### src/pcs_pkg.sv
// package of constants for the program counter and return stack block
// Summary of operation
// RULE_01: program counter is 13 bits, next fetch address
// RULE_02: low counter byte readable and writable by software
// RULE_03: upper five counter bits not directly accessible
// RULE_04: upper bits load only from high latch
// RULE_05: eight-entry 13-bit return stack, own storage
// RULE_06: stack pointer has no software access path
// RULE_07: push on call or interrupt branch
// RULE_08: pop on return, literal return, interrupt exit
// RULE_09: push and pop leave high latch unchanged
// RULE_10: ninth push overwrites first, circularly
// RULE_11: 8K space, branches carry 11-bit page offset
// RULE_12: branch page bits from high latch bits 4:3
// RULE_13: software sets page bits before branching
// RULE_14: full 13-bit counter pushed, returns need no paging
// RULE_15: pointer wraps modulo eight, no overflow flag
package pcs_pkg;
  localparam int PC_W = 13;
  localparam int LOW_W = 8;
  localparam int HIGH_W = 5;
  localparam int TGT_W = 11;
  localparam int PAGE_LSB = 3;
  localparam int PAGE_MSB = 4;
  localparam int STK_DEPTH = 8;
  localparam int SP_W = 3;
  localparam logic [12:0] PC_RST = 13'h0000;
  localparam logic [7:0] LATCH_RST = 8'h00;
  localparam logic [2:0] SP_RST = 3'h0;
  localparam logic [12:0] INT_VECTOR = 13'h0004;
  typedef enum logic [2:0] {
    PCS_OP_STEP = 3'b000,
    PCS_OP_HOLD = 3'b001,
    PCS_OP_JUMP = 3'b011,
    PCS_OP_CALL = 3'b010,
    PCS_OP_RET = 3'b110,
    PCS_OP_INT = 3'b111,
    PCS_OP_LOWWR = 3'b101
  } pcs_op_t;
endpackage

### src/pcs_stack_mem.sv
// eight-word return address memory with registered read data
`timescale 1ns/100ps
`default_nettype none
module pcs_stack_mem #(
  parameter int DEPTH = 8,
  parameter int AW = 3,
  parameter int DW = 13
) (
  input wire logic mclk, // core clock
  input wire logic rst, // async reset, high
  input wire logic ce, // clock enable
  input wire logic wr_en, // write strobe
  input wire logic [AW-1:0] wr_addr, // write slot
  input wire logic [DW-1:0] wr_data, // address to store
  input wire logic [AW-1:0] rd_addr, // read slot
  output logic [DW-1:0] rd_data // registered read data
);
  logic [DW-1:0] mem [DEPTH];
  // a word written to the slot being read is passed straight through,
  // so a return right after a call sees the fresh return address
  wire logic same_slot = wr_en && (wr_addr == rd_addr);

  // storage needs no reset; read data does
  always_ff @(posedge mclk) begin
    if (ce && wr_en) begin
      mem[wr_addr] <= wr_data; // RULE_05
    end
  end

  always_ff @(posedge mclk or posedge rst) begin
    if (rst) begin
      rd_data <= '0;
    end else if (ce) begin
      rd_data <= same_slot ? wr_data : mem[rd_addr]; // RULE_14
    end
  end
endmodule
`default_nettype wire

### src/pcs_top.sv
// program counter sequencer with paging and circular return stack
`timescale 1ns/100ps
`default_nettype none
module pcs_top #(
  parameter int DEPTH = pcs_pkg::STK_DEPTH
) (
  input wire logic mclk, // core clock, 40 MHz
  input wire logic rst, // async reset, high
  input wire logic ce, // clock enable, freezes all state
  input wire logic [2:0] op, // sequencing op, pcs_pkg::pcs_op_t
  input wire logic [10:0] branch_target, // 11-bit page offset
  input wire logic [7:0] low_wr_data, // new low counter byte
  input wire logic latch_wr, // write strobe for high latch
  input wire logic [7:0] latch_wr_data, // high latch write data
  output logic [12:0] prog_count, // next fetch address
  output logic [7:0] prog_count_low_byte, // readable low byte
  output logic [7:0] prog_count_high_latch, // readable high latch
  output logic stack_ready // status hint, low after two stack ops in a row
);
  logic [12:0] pc_r, pc_nxt;
  logic [7:0] latch_r, latch_nxt;
  logic [2:0] sp_r, sp_nxt;
  logic [12:0] top_word;
  logic ready_r;
  logic pop_pend_r;

  wire is_call = op == pcs_pkg::PCS_OP_CALL;
  wire is_int = op == pcs_pkg::PCS_OP_INT;
  wire is_jump = op == pcs_pkg::PCS_OP_JUMP;
  wire is_ret = op == pcs_pkg::PCS_OP_RET;
  wire is_step = op == pcs_pkg::PCS_OP_STEP;
  wire is_low = op == pcs_pkg::PCS_OP_LOWWR;
  wire do_push = is_call | is_int; // RULE_07
  // page bits come from the latch, offset from the instruction
  wire [1:0] page_sel =
    latch_r[pcs_pkg::PAGE_MSB:pcs_pkg::PAGE_LSB]; // RULE_12
  wire [12:0] far_target = {page_sel, branch_target}; // RULE_11
  // low byte write also reloads upper bits, always via the latch
  wire [12:0] low_load = {latch_r[4:0], low_wr_data}; // RULE_03 RULE_04
  wire [12:0] pc_inc = pc_r + 13'h0001;
  // slot to read ahead: top of stack after this cycle's update
  wire [2:0] rd_slot = sp_nxt - 3'h1;

  // push and pop ride around the ring modulo eight, no flag
  always_comb begin
    sp_nxt = sp_r;
    if (do_push) begin
      sp_nxt = sp_r + 3'h1; // RULE_10 RULE_15
    end else if (is_ret) begin
      sp_nxt = sp_r - 3'h1; // RULE_15
    end
  end

  always_comb begin
    pc_nxt = pc_r;
    if (is_step) begin
      pc_nxt = pc_inc; // RULE_01
    end else if (is_jump || is_call) begin
      pc_nxt = far_target; // RULE_11 RULE_12
    end else if (is_int) begin
      pc_nxt = pcs_pkg::INT_VECTOR;
    end else if (is_ret) begin
      pc_nxt = top_word; // RULE_08 RULE_14
    end else if (is_low) begin
      pc_nxt = low_load; // RULE_04
    end
  end

  // only a software write touches the latch, never the stack
  always_comb begin
    latch_nxt = latch_r; // RULE_09
    if (latch_wr) begin
      latch_nxt = latch_wr_data;
    end
  end

  // return word is read ahead so a pop needs no extra cycle;
  // a call pushes the return address, which is the next step
  pcs_stack_mem #(
    .DEPTH(DEPTH),
    .AW(pcs_pkg::SP_W),
    .DW(pcs_pkg::PC_W)
  ) u_stack (
    .mclk(mclk),
    .rst(rst),
    .ce(ce),
    .wr_en(do_push), // RULE_07
    .wr_addr(sp_r), // RULE_10
    .wr_data(is_call ? pc_inc : pc_r), // RULE_14
    .rd_addr(rd_slot),
    .rd_data(top_word)
  );

  // status hint only: low after two stack operations in a row
  always_ff @(posedge mclk or posedge rst) begin
    if (rst) begin
      pop_pend_r <= 1'b0;
      ready_r <= 1'b1;
    end else if (ce) begin
      pop_pend_r <= do_push | is_ret;
      ready_r <= ~(do_push | is_ret);
    end
  end

  // pointer kept private: no port shows it
  always_ff @(posedge mclk or posedge rst) begin
    if (rst) begin
      pc_r <= pcs_pkg::PC_RST;
      latch_r <= pcs_pkg::LATCH_RST;
      sp_r <= pcs_pkg::SP_RST; // RULE_06
    end else if (ce) begin
      pc_r <= pc_nxt;
      latch_r <= latch_nxt;
      sp_r <= sp_nxt;
    end
  end

  // outputs registered alongside the state they mirror
  always_ff @(posedge mclk or posedge rst) begin
    if (rst) begin
      prog_count <= pcs_pkg::PC_RST;
      prog_count_low_byte <= pcs_pkg::PC_RST[7:0];
      prog_count_high_latch <= pcs_pkg::LATCH_RST;
      stack_ready <= 1'b1;
    end else if (ce) begin
      prog_count <= pc_nxt; // RULE_01
      prog_count_low_byte <= pc_nxt[7:0]; // RULE_02
      prog_count_high_latch <= latch_nxt;
      stack_ready <= ~(do_push | is_ret) | ~pop_pend_r & ready_r;
    end
  end
endmodule
`default_nettype wire

### config.mk
export PLATFORM = sky130hd
export DESIGN_NAME = pcs_top
export DESIGN_NICKNAME = d
export VERILOG_FILES = /design/src/pcs_pkg.sv /design/src/pcs_stack_mem.sv /design/src/pcs_top.sv
export SDC_FILE = /design/constraint.sdc
export NUM_CORES = 1
export LEC_CHECK = 0
export ABC_AREA = 1
export BUFFER_PORTS_ARGS = -buffer_cell sky130_fd_sc_hd__buf_2
export CELL_PAD_IN_SITES_DETAIL_PLACEMENT = 0
export CELL_PAD_IN_SITES_GLOBAL_PLACEMENT = 1
export CORE_UTILIZATION = 51
export CTS_BUF_LIST = sky130_fd_sc_hd__clkbuf_4 sky130_fd_sc_hd__clkbuf_8
export DETAILED_ROUTE_END_ITERATION = 12
export PLACE_DENSITY_LB_ADDON = 0.15
export SLEW_MARGIN = 10
export SYNTH_ARGS = -nofsm -noshare
export SYNTH_HDL_FRONTEND = slang
export SYNTH_SLANG_ARGS = --single-unit
### constraint.sdc
create_clock -name mclk -period 8 [get_ports mclk]
set_clock_uncertainty 0.05 [all_clocks]
set_input_delay 1.2 -clock mclk [delete_from_list [all_inputs] [get_ports mclk]]
set_output_delay 1.2 -clock mclk [all_outputs]
set_load 0.1 [all_outputs]
After elaboration in Yosys (flattened, before gate mapping)
Memory sizes are Yosys's and may differ from the RTL's. A register that Yosys moved wholly into a read port is not among the register bits.
Index checks and enable logic that the tools add are counted.
{"block": "word_totals", "reg_bits": 27, "mem_bits_rw": 104, "out_inout_bits": 30, "elab_cells": 40, "mem_count": 1}
{"name": "u_stack.mem", "depth": 8, "word_bits": 13, "rd": 1, "rd_clocked_by_memory_dff": 1, "wr": 1, "line": "pcs_stack_mem.sv:18", "text": "logic [DW-1:0] mem [DEPTH];"}
{"block": "classes", "addsub": 4, "n_eq_ne": 5, "mux": 11, "bitwise": 6, "reduce_logical": 6}
{"operator": "13-bit two-way mux", "n": 6}
{"operator": "13-bit by 1-bit adder with 13-bit output, second input constant", "n": 1}
{"operator": "3-bit == test, second input constant", "n": 3}
{"operator": "8-bit two-way mux", "n": 1}
{"operator": "3-bit by 2-bit == test with 1-bit output, second input constant", "n": 2}
{"operator": "3-bit two-way mux", "n": 2}
{"operator": "3-bit by 1-bit subtractor with 3-bit output, second input constant", "n": 2}
{"operator": "5-bit nonzero test", "n": 1}
{"operator": "2-bit AND reduction", "n": 2}
{"operator": "3-bit by 1-bit adder with 3-bit output, second input constant", "n": 1}
{"operator": "3-bit zero test", "n": 1}
{"operator": "1-bit OR", "n": 3}
{"operator": "1-bit two-way mux", "n": 2}
{"operator": "1-bit inverter", "n": 2}
{"operator": "1-bit AND", "n": 1}
{"operator": "1-bit logical AND", "n": 1}
{"operator": "1-bit logical OR", "n": 1}

Logic depth before layout (Yosys ltp)
{"block": "logic_depth", "word_depth": 6, "depth_mapped": 16, "depth_no_buf": 14}

Hierarchy
Synthesis repeated with hierarchy kept, for this count alone.
{"block": "unflattened", "cells_unflattened": 772, "hier_area_um2": 7148.1}
{"mod": "pcs_stack_mem", "instances": 1, "cells_per_inst": 457, "area_each_um2": 4944.7}
{"mod": "pcs_top", "instances": 1, "cells_per_inst": 315, "area_each_um2": 2203.4}

Worst setup path after synthesis
No wires, ideal clock.
{"block": "synth_timing", "path_kind": "input to register", "from": "in op[0]", "to": "reg u_stack.rd_data[3], read port of u_stack.mem", "setup_time_ns": 0.116, "arrival_time_ns": 3.238, "required_time_ns": 7.834, "slack_ns": 4.595, "path_stages": 16, "cell_sequence": "buf_4 -> inv_1 -> nand2_1 -> nand3_1 -> nand2_1 -> buf_4 -> ha_1 -> buf_2 -> xnor2_1 -> nor3_4 -> nand3_2 -> buf_6 -> nor2_1 -> nor2_1 -> nand2_1 -> nand2_1"}
{"block": "synth_between", "elab_chain_len": 4, "word_cells_on_any_way": 7, "classes_between": "add/sub: 1; eq/ne: 3; mux: 2; bitwise: 1"}
{"element": "start: declaration", "line": "pcs_top.sv:10", "text": "input wire logic [2:0] op,"}
{"element": "3-bit == test (tied with other cells)", "line": "pcs_top.sv:30", "text": "wire is_ret = op == pcs_pkg::PCS_OP_RET;"}
{"element": "3-bit two-way mux / 1-bit OR (equally long branches)", "line": "pcs_top.sv:49, pcs_top.sv:33"}
{"element": "3-bit two-way mux *", "line": "pcs_top.sv:47", "text": "if (do_push) begin"}
{"element": "3-bit by 1-bit subtractor with 3-bit output *", "line": "pcs_top.sv:42", "text": "wire [2:0] rd_slot = sp_nxt - 3'h1;"}
{"element": "end: declaration", "line": "pcs_stack_mem.sv:16", "text": "output logic [DW-1:0] rd_data"}
Mark *: on every way between the ends. The rest lies on a longest branch, timed or not.
A chain may end at the register's enable or synchronous reset.

Final worst setup path
{"block": "layout_timing", "from": "in op[0]", "to": "reg u_stack.rd_data[7], read port of u_stack.mem"}
The elaborated chain is that of the path after synthesis.

==> results.yml <==
detailed_routing:
  dr.pass1.iters: 6
  vias_per_cell: 5.260
  finalWirelength_um: 18730
  antenna_left: 0
  drc: 0
  routed-via-count: 5860
  wire_per_inst_um: 16.81
  drt_iter0_drc: 525
synth:
  syn-cell-area_um2: 7415
  yosys_register_bits: 144
  synth.top_cells.by_area: "edfxtp_1, nand2_1, dfrtp_1"
  seq_area_frac_synth: 0.5565
  synth_edf_count: 104
  ys_warn_count: 0
  ys_types: 34
  yosys_most_used_dff: "edfxtp_1"
  syn_inst: 866
  async_flop_share: 0.2778
  synth.net_count: 904
  yosysTopAreaCell: "edfxtp_1"
  avgSynthCellArea_um2: 8.562
  synth_top_cell_area_share: 0.4212
worst_setup_path:
  endpoint_kind: "flop"
  cp_data_required_time_ns: 8.28
  worstSetupStartpointType: "input pin"
  worst-setup-path-type: "in2reg"
  crit_fanout: 41
  cp_data_arrival_time_ns: 4.44
timing:
  finalSetupTns_ns: 0
  finalCritPeriodShare: 0.5199
  finalSetupViolations: 0
  max_freq_mhz: 240.4
  max-slew-margin-rel: 0.09704
  min_period_ns: 4.159
  rsz0062_at_grt: "false"
  final_max_slew_viol_count: 0
  worst_slew_pin_slew_ns: 1.340
  finalHoldViolCount: 0
layout:
  num_antenna_cells: 0
  final_common_cell: "nand2_1"
  drive_gt1_frac: 0.1435
  syn2layout_area_growth_pct: 10.97
  final_cell_mix: "nand2_1, inv_1, nand3_1"
  nNetsFinal: 959
global_routing:
  overflow: 0
  grt_max_degree: 42
  grt_antenna_before_repair: 0
  grt_pass1_vias: 5461
  grt_pass1_wl_um: 29520
  grt_usage: 0.2679
pwr:
  peakVddDrop_uv: 158.8
  pwr_density_cell_nw_per_um2: 282.5
  power_leakage_nw: 3.917
  total_power_mw: 2.325
clock_tree:
  cts_tree: "yes"
  root_buffer: "clkbuf_8"
  clkLatencyLatePin_ns: 0.45
  ctsLongestPathBuffers: 2
  cts_buffers: 17
  postCtsHoldBufs: 0
  post_cts_resize_count: 0
  clkTransAtPathRegs_ns: 0.08
  h-tree-depth: 4
  cts_setup_buffers: 0
  numClockSinks: 144
min_path:
  hold_path.class: "reg2reg"
die:
  io_pins: 64
  start_util: 0.5280
  coreArea_um2: 14040
  die_h_um: 122.6
  die_w_um: 122.6
  dieArea_um2: 15020
  rows: 43
placement:
  io_buffers: 63
  dp_hpwl_um: 13090
  globalplace.congestion: 0.8778
outcome:
  status: "finished clean"
job:
  max-cap-violations: 0
==> through the flow <==
stage	std cells	setup slack, ns	area [um2]	hold slack (ns)	util
after floorplan	866	4.595	7415	0.3920	-
after global placement	1082	3.543	7814	0.4071	0.5564
after detailed placement	1082	3.359	7814	0.4202	0.5564
after CTS	1114	3.849	8228	0.4270	0.5859
after global routing	1114	3.453	8228	0.4686	0.5859
final	1114	3.841	8228	0.4235	0.5859
==> flip-flops by register name, indices dropped and copies added (netlist names) <==
register / count
sp_r: 3
u_stack.rd_data: 13
ready_r: 1
stack_ready: 1
prog_count: 13
pop_pend_r: 1
u_stack.mem: 104
prog_count_high_latch: 8
==> synthesized netlist by cell type, types with 11 or more instances <==
| master | count |
|---|---|
| dfrtp_1 | 38 |
| a21oi_1 | 13 |
| edfxtp_1 | 104 |
| nor2_1 | 44 |
| buf_4 | 17 |
| inv_1 | 123 |
| nand3_1 | 111 |
| o21ai_0 | 19 |
| nand3b_1 | 14 |
| nand2_1 | 295 |
| buf_2 | 11 |
==> worst max-delay path, cell delays in order <==
cell and delay [ns]:
buf_2 0.19, inv_1 0.09, nand2_1 0.13, nand3_1 0.38, nand2_1 0.16, buf_4 0.40, ha_1 0.34, buf_4 0.25
xnor2_1 0.20, nor3_4 0.24, nand3_2 0.42, nor2_1 0.22, nor2_1 0.05, nand2_1 0.08, nand2_1 0.05
==> cell type report <==
type / instances / area, um2
clock buffers: 22 / 277.8
clock inverters: 10 / 136.4
fillers: 1272 / 5814
inverters: 129 / 484.2
multi-input cells: 552 / 2557
flip-flops and latches: 144 / 4126
well taps: 180 / 225.2
repair buffers: 77 / 420.4
==> path summary, 6_finish.rpt <==
kind / from / endpoint / slack [ns] / depth (start not counted)
hold reg to reg: pop_pend_r / stack_ready / 0.42 / 3
setup reg to reg: sp_r[0] / u_stack.rd_data[7] / 4.35 / 13
min in group asynchronous: rst / prog_count[4] / 0.84 / 3
setup / recovery: op[0] / u_stack.rd_data[7] / 3.84 / 15
hold / removal: pop_pend_r / stack_ready / 0.42 / 3
max in group asynchronous: rst / prog_count[9] / 6.65 / 3
==> routing by layer <==
metal | up-vias | share of wire | global-route usage
met2 | 203 | 0.46 | 0.4098
met3 | 20 | 0.067 | 0.05623
li1 | 2883 | - | -
met4 | 0 | 0.014 | 0.09223
met5 | - | 0 | 0
met1 | 2754 | 0.45 | 0.3784
==> where the power goes <==
group,internal (mW),switching [mW]
registers,0.900,0.0716
logic,0.181,0.567
clock network,0.329,0.276
total,1.41,0.915
==> cells by family (layout without fill, tap and decap cells) <==
family          count (synthesis)  in the layout  share of synthesized area
mux                             7              7                    0.01063
xor+xnor                        6              6                   0.007089
simple gates                  486            486                     0.2838
buf+inv                       170            238                    0.09855
compound gates                 49             49                    0.03662
flops                         144            144                     0.5565
fa+ha+maj                       4              4                   0.006750
Note: power is estimated with default switching activity, not from simulation.
